### src/core/sfs_consts.svh
// Constants for the frame status queue: register indices, field positions, reset values.
// Assumes inclusion by bare name from the queue package and design module.
`ifndef SFS_CONSTS_SVH
`define SFS_CONSTS_SVH

// ----------------------------------------
// Register indices on the read/write port
// ----------------------------------------
`define SFS_RD_XFER_STATUS   4'h0
`define SFS_RD_RX_COND       4'h1
`define SFS_RD_VECTOR        4'h2
`define SFS_RD_PENDING       4'h3
`define SFS_RD_ALIAS_XFER    4'h4
`define SFS_RD_ALIAS_RXCOND  4'h5
`define SFS_RD_COUNT_LOWER   4'h6
`define SFS_RD_COUNT_UPPER   4'h7
`define SFS_RD_IRQ_STATUS    4'h8
`define SFS_RD_IRQ_MASK      4'h9
`define SFS_RD_EXT_STATUS    4'hF
`define SFS_WR_IRQ_STATUS    4'h8
`define SFS_WR_IRQ_MASK      4'h9
`define SFS_WR_FEATURE       4'hF

// ----------------------------------------
// Field positions and sizes
// ----------------------------------------
`define SFS_DEPTH            10
`define SFS_PTR_W            4
`define SFS_CNT_W            14
`define SFS_ENTRY_W          19
`define SFS_FEAT_ENABLE_BIT  2
`define SFS_EXT_ENABLE_BIT   2
`define SFS_UPPER_AVAIL_BIT  6
`define SFS_UPPER_OVF_BIT    7
`define SFS_IRQ_PUSH_BIT     0
`define SFS_IRQ_OVF_BIT      1
`define SFS_IRQ_W            2

// ----------------------------------------
// Reset values
// ----------------------------------------
`define SFS_FEATURE_RST      8'h00
`define SFS_IRQ_MASK_RST     2'h0

`endif

### src/core/sfs_pkg.sv
// Types for the frame status queue.
// Assumes sfs_consts.svh is on the include path.
`include "sfs_consts.svh"

package sfs_pkg;
  // One queued entry: residue(3), rx overrun, crc error, byte count
  typedef struct packed {
    logic [2:0]               residue;
    logic                     rx_overrun;
    logic                     crc_error;
    logic [`SFS_CNT_W-1:0]    count;
  } sfs_entry_s;

  // Read path source selection
  typedef enum logic [1:0] {
    SFS_SRC_LIVE  = 2'b01,
    SFS_SRC_QUEUE = 2'b10
  } sfs_src_e;
endpackage

### src/core/sfs_frame_status_fifo.sv
// Frame status queue of one bit-oriented receive channel, with its register port.
// Assumes frame events and live status come from receive logic on the same clock.
//
// Summary of operation
// - Ten entries, 14-bit count plus five bits.
// - Queue works only when enabled in frame mode.
// - Pointers reset when disabled or reset.
// - Enable bit clears to zero on reset.
// - Disabled: registers four-seven mirror zero-three.
// - Extended status bit two shows enable.
// - Frame end pushes status and count.
// - CRC checker resets at each closing flag.
// - Abort end still pushes count, counter resets.
// - Eleventh unread frame end is an overrun.
// - Overflow flag clears only when disabled or reset.
// - Status and counts come from queue; status pops.
// - Upper count bit six shows data present.
// - Only residue, overrun, CRC error are stored.
// - Upper read latches empty; live source if empty, else queue.
// - Reads never pop beyond stored entries.
`timescale 1ns/1ps
`include "sfs_consts.svh"

module sfs_frame_status_fifo (
  input  wire logic       clk,
  input  wire logic       reset,
  input  wire logic       channel_reset,
  input  wire logic [3:0] reg_addr,
  input  wire logic [7:0] reg_wdata,
  input  wire logic       reg_wr,
  input  wire logic       reg_rd,
  output logic      [7:0] reg_rdata,
  input  wire logic       frame_mode,
  input  wire logic       rx_char_done,
  input  wire logic       frame_end,
  input  wire logic       frame_abort,
  input  wire logic [7:0] live_rx_cond,
  input  wire logic [7:0] live_xfer_status,
  input  wire logic [7:0] live_vector,
  input  wire logic [7:0] live_pending,
  input  wire logic [7:0] live_ext_status,
  output logic            crc_check_reset,
  output logic            irq
);

  // ----------------------------------------
  // State
  // ----------------------------------------
  sfs_pkg::sfs_entry_s            mem_reg [`SFS_DEPTH];
  sfs_pkg::sfs_entry_s            mem_wdata;
  logic [7:0]                     feature_reg, feature_next;
  logic [`SFS_PTR_W-1:0]          wptr_reg, wptr_next, rptr_reg, rptr_next;
  logic [`SFS_PTR_W:0]            level_reg, level_next;
  logic                           ovf_reg, ovf_next;
  logic                           src_reg, src_next;
  logic [`SFS_CNT_W-1:0]          bytes_reg, bytes_next;
  logic [`SFS_IRQ_W-1:0]          irq_stat_reg, irq_stat_next, irq_mask_reg, irq_mask_next;
  logic [7:0]                     rdata_reg, rdata_next;
  logic                           crc_rst_reg, crc_rst_next;
  logic                           q_on, push, pop, full, empty, mem_we;
  sfs_pkg::sfs_entry_s            head;

  // Pointer wrap at queue depth
  function automatic logic [`SFS_PTR_W-1:0] ptr_inc(input logic [`SFS_PTR_W-1:0] p);
    ptr_inc = (p == `SFS_PTR_W'(`SFS_DEPTH - 1)) ? '0 : p + `SFS_PTR_W'(1);
  endfunction

  // ----------------------------------------
  // Queue control
  // ----------------------------------------
  // Queue active only with enable bit and frame mode
  assign q_on  = feature_reg[`SFS_FEAT_ENABLE_BIT] & frame_mode;
  assign full  = (level_reg == (`SFS_PTR_W+1)'(`SFS_DEPTH));
  assign empty = (level_reg == '0);
  assign head  = mem_reg[rptr_reg];
  assign push  = q_on & frame_end & ~full & ~ovf_reg;
  assign pop   = q_on & reg_rd & (reg_addr == `SFS_RD_RX_COND)
               & (src_reg == 1'b1) & ~empty;
  // Only stored bits; all-sent, parity and end bits stay live
  assign mem_wdata = '{residue: live_rx_cond[3:1], rx_overrun: live_rx_cond[5],
                       crc_error: live_rx_cond[6], count: bytes_reg};
  assign mem_we = push;

  // Next queue state
  always_comb begin
    wptr_next  = wptr_reg;
    rptr_next  = rptr_reg;
    level_next = level_reg;
    ovf_next   = ovf_reg;
    src_next   = src_reg;
    if (push) begin
      wptr_next = ptr_inc(wptr_reg);
    end
    if (pop) begin
      rptr_next = ptr_inc(rptr_reg);
    end
    level_next = level_reg + (`SFS_PTR_W+1)'(push) - (`SFS_PTR_W+1)'(pop);
    if (q_on & frame_end & full) begin
      ovf_next = 1'b1;
    end
    // Upper count read latches source: live when empty
    if (reg_rd & (reg_addr == `SFS_RD_COUNT_UPPER)) begin
      src_next = ~empty;
    end else if (pop) begin
      src_next = 1'b0;
    end
    if (!q_on) begin
      wptr_next  = '0;
      rptr_next  = '0;
      level_next = '0;
      ovf_next   = 1'b0;
      src_next   = 1'b0;
    end
  end

  // Register queue state
  always_ff @(posedge clk or posedge reset) begin
    if (reset) begin
      wptr_reg  <= '0;
      rptr_reg  <= '0;
      level_reg <= '0;
      ovf_reg   <= 1'b0;
      src_reg   <= 1'b0;
    end else if (channel_reset) begin
      wptr_reg  <= '0;
      rptr_reg  <= '0;
      level_reg <= '0;
      ovf_reg   <= 1'b0;
      src_reg   <= 1'b0;
    end else begin
      wptr_reg  <= wptr_next;
      rptr_reg  <= rptr_next;
      level_reg <= level_next;
      ovf_reg   <= ovf_next;
      src_reg   <= src_next;
    end
  end

  // Storage array, no reset needed
  always_ff @(posedge clk) begin
    if (mem_we) begin
      mem_reg[wptr_reg] <= mem_wdata;
    end
  end

  // ----------------------------------------
  // Byte counter and CRC reset
  // ----------------------------------------
  // Count characters; clear at frame end or abort
  always_comb begin
    bytes_next   = bytes_reg;
    crc_rst_next = frame_end;
    if (frame_end | frame_abort) begin
      bytes_next = '0;
    end else if (rx_char_done) begin
      bytes_next = bytes_reg + `SFS_CNT_W'(1);
    end
  end

  always_ff @(posedge clk or posedge reset) begin
    if (reset) begin
      bytes_reg   <= '0;
      crc_rst_reg <= 1'b0;
    end else if (channel_reset) begin
      bytes_reg   <= '0;
      crc_rst_reg <= 1'b0;
    end else begin
      bytes_reg   <= bytes_next;
      crc_rst_reg <= crc_rst_next;
    end
  end

  assign crc_check_reset = crc_rst_reg;

  // ----------------------------------------
  // Control and interrupt registers
  // ----------------------------------------
  always_comb begin
    feature_next  = feature_reg;
    irq_mask_next = irq_mask_reg;
    irq_stat_next = irq_stat_reg;
    if (reg_wr && reg_addr == `SFS_WR_FEATURE) begin
      feature_next = reg_wdata;
    end
    if (reg_wr && reg_addr == `SFS_WR_IRQ_MASK) begin
      irq_mask_next = reg_wdata[`SFS_IRQ_W-1:0];
    end
    if (reg_wr && reg_addr == `SFS_WR_IRQ_STATUS) begin
      irq_stat_next = irq_stat_reg & ~reg_wdata[`SFS_IRQ_W-1:0];
    end
    // Set wins over clear
    if (push) begin
      irq_stat_next[`SFS_IRQ_PUSH_BIT] = 1'b1;
    end
    if (q_on & frame_end & full) begin
      irq_stat_next[`SFS_IRQ_OVF_BIT] = 1'b1;
    end
  end

  always_ff @(posedge clk or posedge reset) begin
    if (reset) begin
      feature_reg  <= `SFS_FEATURE_RST;
      irq_mask_reg <= `SFS_IRQ_MASK_RST;
      irq_stat_reg <= '0;
    end else if (channel_reset) begin
      feature_reg  <= `SFS_FEATURE_RST;
      irq_mask_reg <= `SFS_IRQ_MASK_RST;
      irq_stat_reg <= '0;
    end else begin
      feature_reg  <= feature_next;
      irq_mask_reg <= irq_mask_next;
      irq_stat_reg <= irq_stat_next;
    end
  end

  assign irq = |(irq_stat_reg & irq_mask_reg);

  // ----------------------------------------
  // Read data
  // ----------------------------------------
  always_comb begin
    rdata_next = 8'h00;
    if (reg_rd) begin
      unique case (reg_addr)
        `SFS_RD_XFER_STATUS: rdata_next = live_xfer_status;
        `SFS_RD_RX_COND: begin
          rdata_next = live_rx_cond;
          if (q_on && src_reg && !empty) begin
            rdata_next = {live_rx_cond[7], head.crc_error, head.rx_overrun,
                          live_rx_cond[4], head.residue, live_rx_cond[0]};
          end
        end
        `SFS_RD_VECTOR:       rdata_next = live_vector;
        `SFS_RD_PENDING:      rdata_next = live_pending;
        `SFS_RD_ALIAS_XFER:   rdata_next = live_xfer_status;
        `SFS_RD_ALIAS_RXCOND: rdata_next = live_rx_cond;
        `SFS_RD_COUNT_LOWER:  rdata_next = q_on ? head.count[7:0] : live_vector;
        `SFS_RD_COUNT_UPPER: begin
          rdata_next = live_pending;
          if (q_on) begin
            rdata_next = {ovf_reg, ~empty, head.count[13:8]};
          end
        end
        `SFS_RD_IRQ_STATUS: rdata_next = {6'h00, irq_stat_reg};
        `SFS_RD_IRQ_MASK:   rdata_next = {6'h00, irq_mask_reg};
        `SFS_RD_EXT_STATUS: begin
          rdata_next = live_ext_status;
          rdata_next[`SFS_EXT_ENABLE_BIT] = feature_reg[`SFS_FEAT_ENABLE_BIT];
        end
        default: rdata_next = 8'h00;
      endcase
    end
  end

  always_ff @(posedge clk or posedge reset) begin
    if (reset) begin
      rdata_reg <= 8'h00;
    end else begin
      rdata_reg <= rdata_next;
    end
  end

  assign reg_rdata = rdata_reg;
endmodule

### config.mk
export PLATFORM = sky130hd
export DESIGN_NAME = sfs_frame_status_fifo
export DESIGN_NICKNAME = d
export VERILOG_FILES = /design/src/core/sfs_pkg.sv /design/src/core/sfs_frame_status_fifo.sv
export VERILOG_INCLUDE_DIRS = /design/src /design/src/core
export SDC_FILE = /design/constraint.sdc
export NUM_CORES = 1
export LEC_CHECK = 0
export ABC_AREA = 1
export BUFFER_PORTS_ARGS = -buffer_cell sky130_fd_sc_hd__buf_4
export CORE_ASPECT_RATIO = 2
export CORE_MARGIN = 4
export CORE_UTILIZATION = 50
export CTS_CLUSTER_SIZE = 20
export DETAILED_ROUTE_END_ITERATION = 7
export PLACE_DENSITY = 0.68
export SLEW_MARGIN = 20
export SYNTH_ARGS = -nofsm -noshare
export SYNTH_HDL_FRONTEND = slang
export SYNTH_SLANG_ARGS = --single-unit
### constraint.sdc
create_clock -name clk -period 3.3 [get_ports clk]
set_input_delay 0.33 -clock clk [delete_from_list [all_inputs] [get_ports clk]]
set_output_delay 0.33 -clock clk [all_outputs]
set_load 0.005 [all_outputs]
# Word-level counts from Yosys, hierarchy flattened
# Memories as Yosys holds them, arrays and structs flattened.
# Index checks and enable logic that the tools add are counted.
# Widths: inputs -> output; s select.
# classes
add_sub_neg,5
n_eq_ne,17
mux,36
bitwise,17
n_reduce_logical,15
# op_table
op,count
$pmux 8 s10,1
$mux 14,3
$mux 4,8
$mux 8,3
$eq 4x4->1 const B,5
$eq 4x3->1 const B,4
$add 14x1->14 const B,1
$mux 1,12
$and 1x1->1,10
$mux 5,2
$ne 3x2->1 const B,3
$reduce_bool 3->1,3
$add 4x1->4 const B,2
$eq 4x2->1 const B,2
$mux 2,4
$mux 7,1
$mux 3,2
$add 5x1->5,1
$eq 5x4->1 const B,1
$logic_and 1x1->1,5
$logic_not 5->1,1
$sub 5x1->5,1
$and 2x2->2,2
$eq 4x1->1 const B,1
other kinds (8),12
# word_totals
ff_bits,45
ramBits,190
in_bits,61
out_inout_bits,10
wordCells,103
n_memories,1
# memory_table
name,depth,word_bits,read_ports,rd_clocked_by_memory_dff,write_ports,line,rtl
mem_reg,10,19,1,0,1,sfs_frame_status_fifo.sv:49,sfs_pkg::sfs_entry_s mem_reg [`SFS_DEPTH];

# Logic depth before layout (Yosys ltp)
# depth
ltp_word,9
mapped_depth,17
ltp_nobuf,17

# Worst setup path after synthesis
# No wires, ideal clock.
# synth_timing
path_type,register to register
from,register level_reg[2]
to,"memory mem_reg[8][0] (netlist name), enable pin"
setup_ps,419
arrival_time_ps,2342
required_ps,2881
slack_ps,539
stages_incl_launch_ff,8
path_buffers,0
synth_period_minus_slack_ps,2761
path_cell_list,dfrtp_1 inv_1 ha_1 nand2_1 nor2_1 nor3_4 nand2_1 nor3_1
# synth_via
elab_chain_cells,6
# synth_lines
element,line,rtl
start: declaration,sfs_frame_status_fifo.sv:53,"logic [`SFS_PTR_W:0] level_reg, level_next;"
start signal: assignment,sfs_frame_status_fifo.sv:133,level_reg <= level_next;
$eq 5x4->1,sfs_frame_status_fifo.sv:73,assign full = (level_reg == (`SFS_PTR_W+1)'(`SFS_DEPTH));
$not 1->1,sfs_frame_status_fifo.sv:76,assign push = q_on & frame_end & ~full & ~ovf_reg;
$and 1x1->1 (2 in a row),sfs_frame_status_fifo.sv:76,
$mux 1,sfs_frame_status_fifo.sv:141,if (mem_we) begin
$mux 1 (implied by the code),sfs_frame_status_fifo.sv:142,mem_reg[wptr_reg] <= mem_wdata;
end: declaration,sfs_frame_status_fifo.sv:49,
# No other way between the ends.

# Worst setup path after layout
# layout_timing
from,register feature_reg[2]
to,register level_reg[4]
# layout_via
elab_chain_cells,8
elab_cells_between_ends,12
classes_between,2 x add/sub; 2 x mux; 8 x bitwise
# layout_lines
element,line,rtl
start: declaration,sfs_frame_status_fifo.sv:51,"logic [7:0] feature_reg, feature_next;"
start signal: assignment,sfs_frame_status_fifo.sv:202,feature_reg <= `SFS_FEATURE_RST;
start signal: assignment,sfs_frame_status_fifo.sv:206,feature_reg <= `SFS_FEATURE_RST;
start signal: assignment,sfs_frame_status_fifo.sv:210,feature_reg <= feature_next;
$and 1x1->1 *,sfs_frame_status_fifo.sv:72,assign q_on = feature_reg[`SFS_FEAT_ENABLE_BIT] & frame_mode;
"$and 1x1->1, on equally long branches (3 in a row)","sfs_frame_status_fifo.sv:76, sfs_frame_status_fifo.sv:77",
$add 5x1->5 or $and 1x1->1 (tied branches),"sfs_frame_status_fifo.sv:97, sfs_frame_status_fifo.sv:77",
$sub 5x1->5,sfs_frame_status_fifo.sv:97,level_next = level_reg + (`SFS_PTR_W+1)'(push) - (`SFS_PTR_W+1)'(pop);
$mux 5 *,sfs_frame_status_fifo.sv:107,if (!q_on) begin
$mux 5 *,sfs_frame_status_fifo.sv:124,end else if (channel_reset) begin
# Mark *: on every way between the ends. The rest lies on a longest branch, timed or not.
# A chain may end at the register's enable or synchronous reset.

==> reports/results.env <==
PORT_BUFFERS=64
CTS_HTREE_LEVELS=1
ROUTED-VIA-COUNT=8110
CP_MAX_FO=19
SYNTH_AREA_MM2=0.0109
END_POINT_OF_THE_WORST_HOLD_PATH='reg_rdata[6]'
YOSYS_WARNINGS=0
SETUP.REG_TO_REG.WORST_SLACK_NS=0.55
HP-CLASS='input port to flop'
ROUTED_WIRELENGTH_MM=28.1
MAX_VDD_DROP_uV=331
TIGHTEST_SLEW_NS=0.893
HIGHEST_ACHIEVABLE_CLOCK_RATE_MHz=364
IOPINCOUNT=71
ROWS=76
ANTENNA_FOUND_INITIAL=0
YS_SEQ_ELEMENTS=233
COREAREA_MM2=0.0215
REPORT.FINAL.SETUP_VIOL=0
CRIT_REQUIRED_NS=3.69
DR_PASS1_ITERATIONS=5
DIE_X_UM=112
SWITCHINGPOWER_W=0.00116
DIE_AREA_MM2=0.0244
UNREPAIRED_SETUP_ENDPOINTS_AFTER_GLOBAL_ROUTING='no'
TOTAL_CELL_AREA_AT_THE_PLACEMENT_STAGE_MM2=0.0117
SYNTH.AVG_CELL_AREA_UM2=9.45
P_CLK_FRAC=0.425
POWER.COMBINATIONAL.FRACTION=0.031
NUMBER_OF_GLOBAL_ROUTE_VIAS_BEFORE_REPAIR=8273
SYNTH.AREA.TOP_CELLS='sky130_fd_sc_hd__edfxtp_1 (52%), sky130_fd_sc_hd__nand2_1 (12%), sky130_fd_sc_hd__dfrtp_1 (9.9%)'
MIN_PERIOD_NS=2.75
HPWL_MM=17.9
NUMBER_OF_FLOPS_MAPPED_TO_ENABLE_CELLS_BY_YOSYS=190
SYNTH.YOSYS.SEQ_AREA_SHARE=0.622
SETUP_TNS_NS=0
CELLINTERNALPOWER_W=0.00466
HOLD_DEPTH=3
FLOW.AREA_GROWTH_FROM_SYNTHESIS_PCT=13.7
FIN_UTIL=0.577
R2R.WORST_PATH.CELLS=16
WORSTSETUPSTARTPOINTTYPE='flop'
POWER-PER-CELL-AREA_mW_PER_MM2=470
WORSTREG2REGSTART='feature_reg[2]'
GLOBALPLACE.CONGESTION=0.910
SYNTH_NETS=1225
FINAL-HOLD-VIOLATION-COUNT=0
TIMING.RR.END='level_reg[4]'
SYNTH.LARGEST_AREA_CELL='sky130_fd_sc_hd__edfxtp_1'
CTS-ROOT-TO-SINK-BUFFERS=3
FLOORPLAN.DIE.HEIGHT_UM=217
GRT_USE_TOTAL=0.229
ROUTED_VIA_DENSITY=5.37
STDCELL_AREA_MM2=0.0124
NUM_ANTENNA_CELLS=0
SYNTH_MOST_COMMON_CELL='sky130_fd_sc_hd__nand2_1'
CTSHOLDBUFFERS=1
CRIT_PATH_END_KIND='flop'
TRITONCTS='built'
SWITCHING_SHARE=0.200
CTS_SINKS=233
TOTAL_POWER_W=0.00582
WORST_SKEW_PAIR.LATE_LATENCY_NS=0.51
SYNTHFLOPTYPE='sky130_fd_sc_hd__edfxtp_1'
SYNTH_ASYNC_RESET_RATIO=0.185
SYNTH_CELL_TYPE_COUNT=41
CTS_ROOT_BUF='sky130_fd_sc_hd__clkbuf_16'
POST-ROUTE-DRC-COUNT=0
FINALCLOCKSKEW_NS=0.0170
CTS.REPAIR_TIMING.SETUP_BUFFER_COUNT=0
PATH_CLK_SLEW_NS=0.07
SYNTH_LARGEST_TYPE_AREA_FRACTION=0.524
P_LEAK_nW=5.32
WL_PER_CELL_UM=18.6
ANT_NETS=0
FINAL-MAX-SLEW-VIOLATION-COUNT=0
DRT-INITIAL-DRC-COUNT=503
GRT_PASS1_WL_MM=43.2
SEQPWRFRAC=0.544
OUTCOME='finished clean'
TIMING.FINAL.CRIT_SHARE=0.832
CTS-BUFFERS-INSERTED=21
LARGEST_REG_FLOPS=190
WORST-ENDPOINT-ARRIVAL_NS=3.14
MIN-DELAY-START='reg_rd'
NETS=1295
SLEW_HEADROOM=0.404
MAX_CAP_VIOLATIONS=0
GLOBALROUTE.TOTALOVERFLOW=0
INITIAL_CORE_UTIL=0.507
SYNTH_CELLS=1153
SYNTH_TOP_CELLS_BY_COUNT='sky130_fd_sc_hd__nand2_1 (359), sky130_fd_sc_hd__edfxtp_1 (190), sky130_fd_sc_hd__inv_1 (143), sky130_fd_sc_hd__nand3_1 (131), sky130_fd_sc_hd__nor2_1 (91)'
DRIVE_GT1_FRAC=0.126
GRT_START_MAX_NET_PINS=100
POSTCTSRESIZEDCELLS=0
CRITPATHKIND='flop to flop'
-- power by group through the flow --
stage | registers, W | logic [W] | clock network [W]
floorplan | 0.00323 | 0.0000716 | 0
global placement | 0.00323 | 0.000178 | 0
detailed placement | 0.00323 | 0.000180 | 0
CTS | 0.00316 | 0.000182 | 0.00250
global route | 0.00316 | 0.000197 | 0.00260
finish | 0.00317 | 0.000181 | 0.00247
-- stage by stage --
step / hold WS (ns) / instances / setup slack, ns
finish: 0.0460 / 1510 / 0.554
global route: 0.0672 / 1510 / 0.291
CTS: 0.0368 / 1510 / 0.551
detailed placement: 0.453 / 1472 / 0.564
global placement: 0.450 / 1472 / 0.584
floorplan: 0.393 / 1153 / 0.539
-- worst max path at each step --
stage	end	slack, ns	startpoint
6_report	level_reg[4]	0.55	feature_reg[2]
2_1_floorplan	mem_reg[8][0]	0.54	level_reg[2]
4_1_cts	level_reg[4]	0.55	feature_reg[2]
3_5_place_dp	level_reg[4]	0.56	feature_reg[2]
5_1_grt	level_reg[4]	0.29	feature_reg[2]
3_3_place_gp	level_reg[4]	0.58	feature_reg[2]
-- kinds of logic (layout without fill, tap and decap cells) --
logic type | Yosys count | count (layout) | share of synthesized area
buf+inv | 193 | 277 | 0.0751
compound gates | 93 | 93 | 0.0459
flops | 233 | 233 | 0.622
simple gates | 620 | 620 | 0.241
xor+xnor | 3 | 3 | 0.00241
fa+ha+maj | 11 | 11 | 0.0133
-- critical path, cell delays in order (launching register included) --
cell                      delay (ns)
sky130_fd_sc_hd__dfrtp_1        0.42
sky130_fd_sc_hd__nand2_2        0.10
sky130_fd_sc_hd__inv_4          0.17
sky130_fd_sc_hd__nand2_2        0.09
sky130_fd_sc_hd__nor3_4         0.28
sky130_fd_sc_hd__inv_2          0.11
sky130_fd_sc_hd__ha_1           0.30
sky130_fd_sc_hd__inv_1          0.06
sky130_fd_sc_hd__ha_1           0.15
sky130_fd_sc_hd__inv_1          0.06
sky130_fd_sc_hd__fa_1           0.37
sky130_fd_sc_hd__inv_1          0.09
sky130_fd_sc_hd__nand2_1        0.05
sky130_fd_sc_hd__a21oi_1        0.12
sky130_fd_sc_hd__nor2_1         0.07
sky130_fd_sc_hd__xor2_1         0.13
sky130_fd_sc_hd__nor2_1         0.05
-- final cells by class --
class                   instances  area, um2
inverters                     151        572
repair buffers                 89        683
fillers                      1932       9090
flip-flops and latches        233       6780
clock inverters                 7       86.3
clock buffers                  30        599
multi-input cells             727       3330
well taps                     273        342
-- cell usage in the layout, fill, tap and decap left out, types with 4 or more instances in the layout --
master	instances
sky130_fd_sc_hd__nand4_1	7
sky130_fd_sc_hd__o21ai_0	30
sky130_fd_sc_hd__edfxtp_1	190
sky130_fd_sc_hd__nor3_2	4
sky130_fd_sc_hd__clkbuf_16	21
sky130_fd_sc_hd__o31ai_1	4
sky130_fd_sc_hd__nor2_2	12
sky130_fd_sc_hd__nand2_2	5
sky130_fd_sc_hd__o21ai_1	6
sky130_fd_sc_hd__dfrtp_1	42
sky130_fd_sc_hd__ha_1	10
sky130_fd_sc_hd__a21oi_1	43
sky130_fd_sc_hd__nand3_1	131
sky130_fd_sc_hd__buf_4	87
sky130_fd_sc_hd__nand2_1	359
sky130_fd_sc_hd__inv_1	142
sky130_fd_sc_hd__inv_2	6
sky130_fd_sc_hd__clkbuf_1	5
sky130_fd_sc_hd__nor3_1	5
sky130_fd_sc_hd__clkbuf_8	4
sky130_fd_sc_hd__nor2_1	84
-- per-layer routing --
| metal | share of wire | GRT usage | vias up |
|---|---|---|---|
| li1 | - | - | 3914 |
| met3 | 0.038 | 0.0242 | 72 |
| met5 | 0 | 0 | - |
| met4 | 0.048 | 0.120 | 0 |
| met2 | 0.56 | 0.437 | 184 |
| met1 | 0.35 | 0.242 | 3940 |
Note: power is estimated with default switching activity, not from simulation.
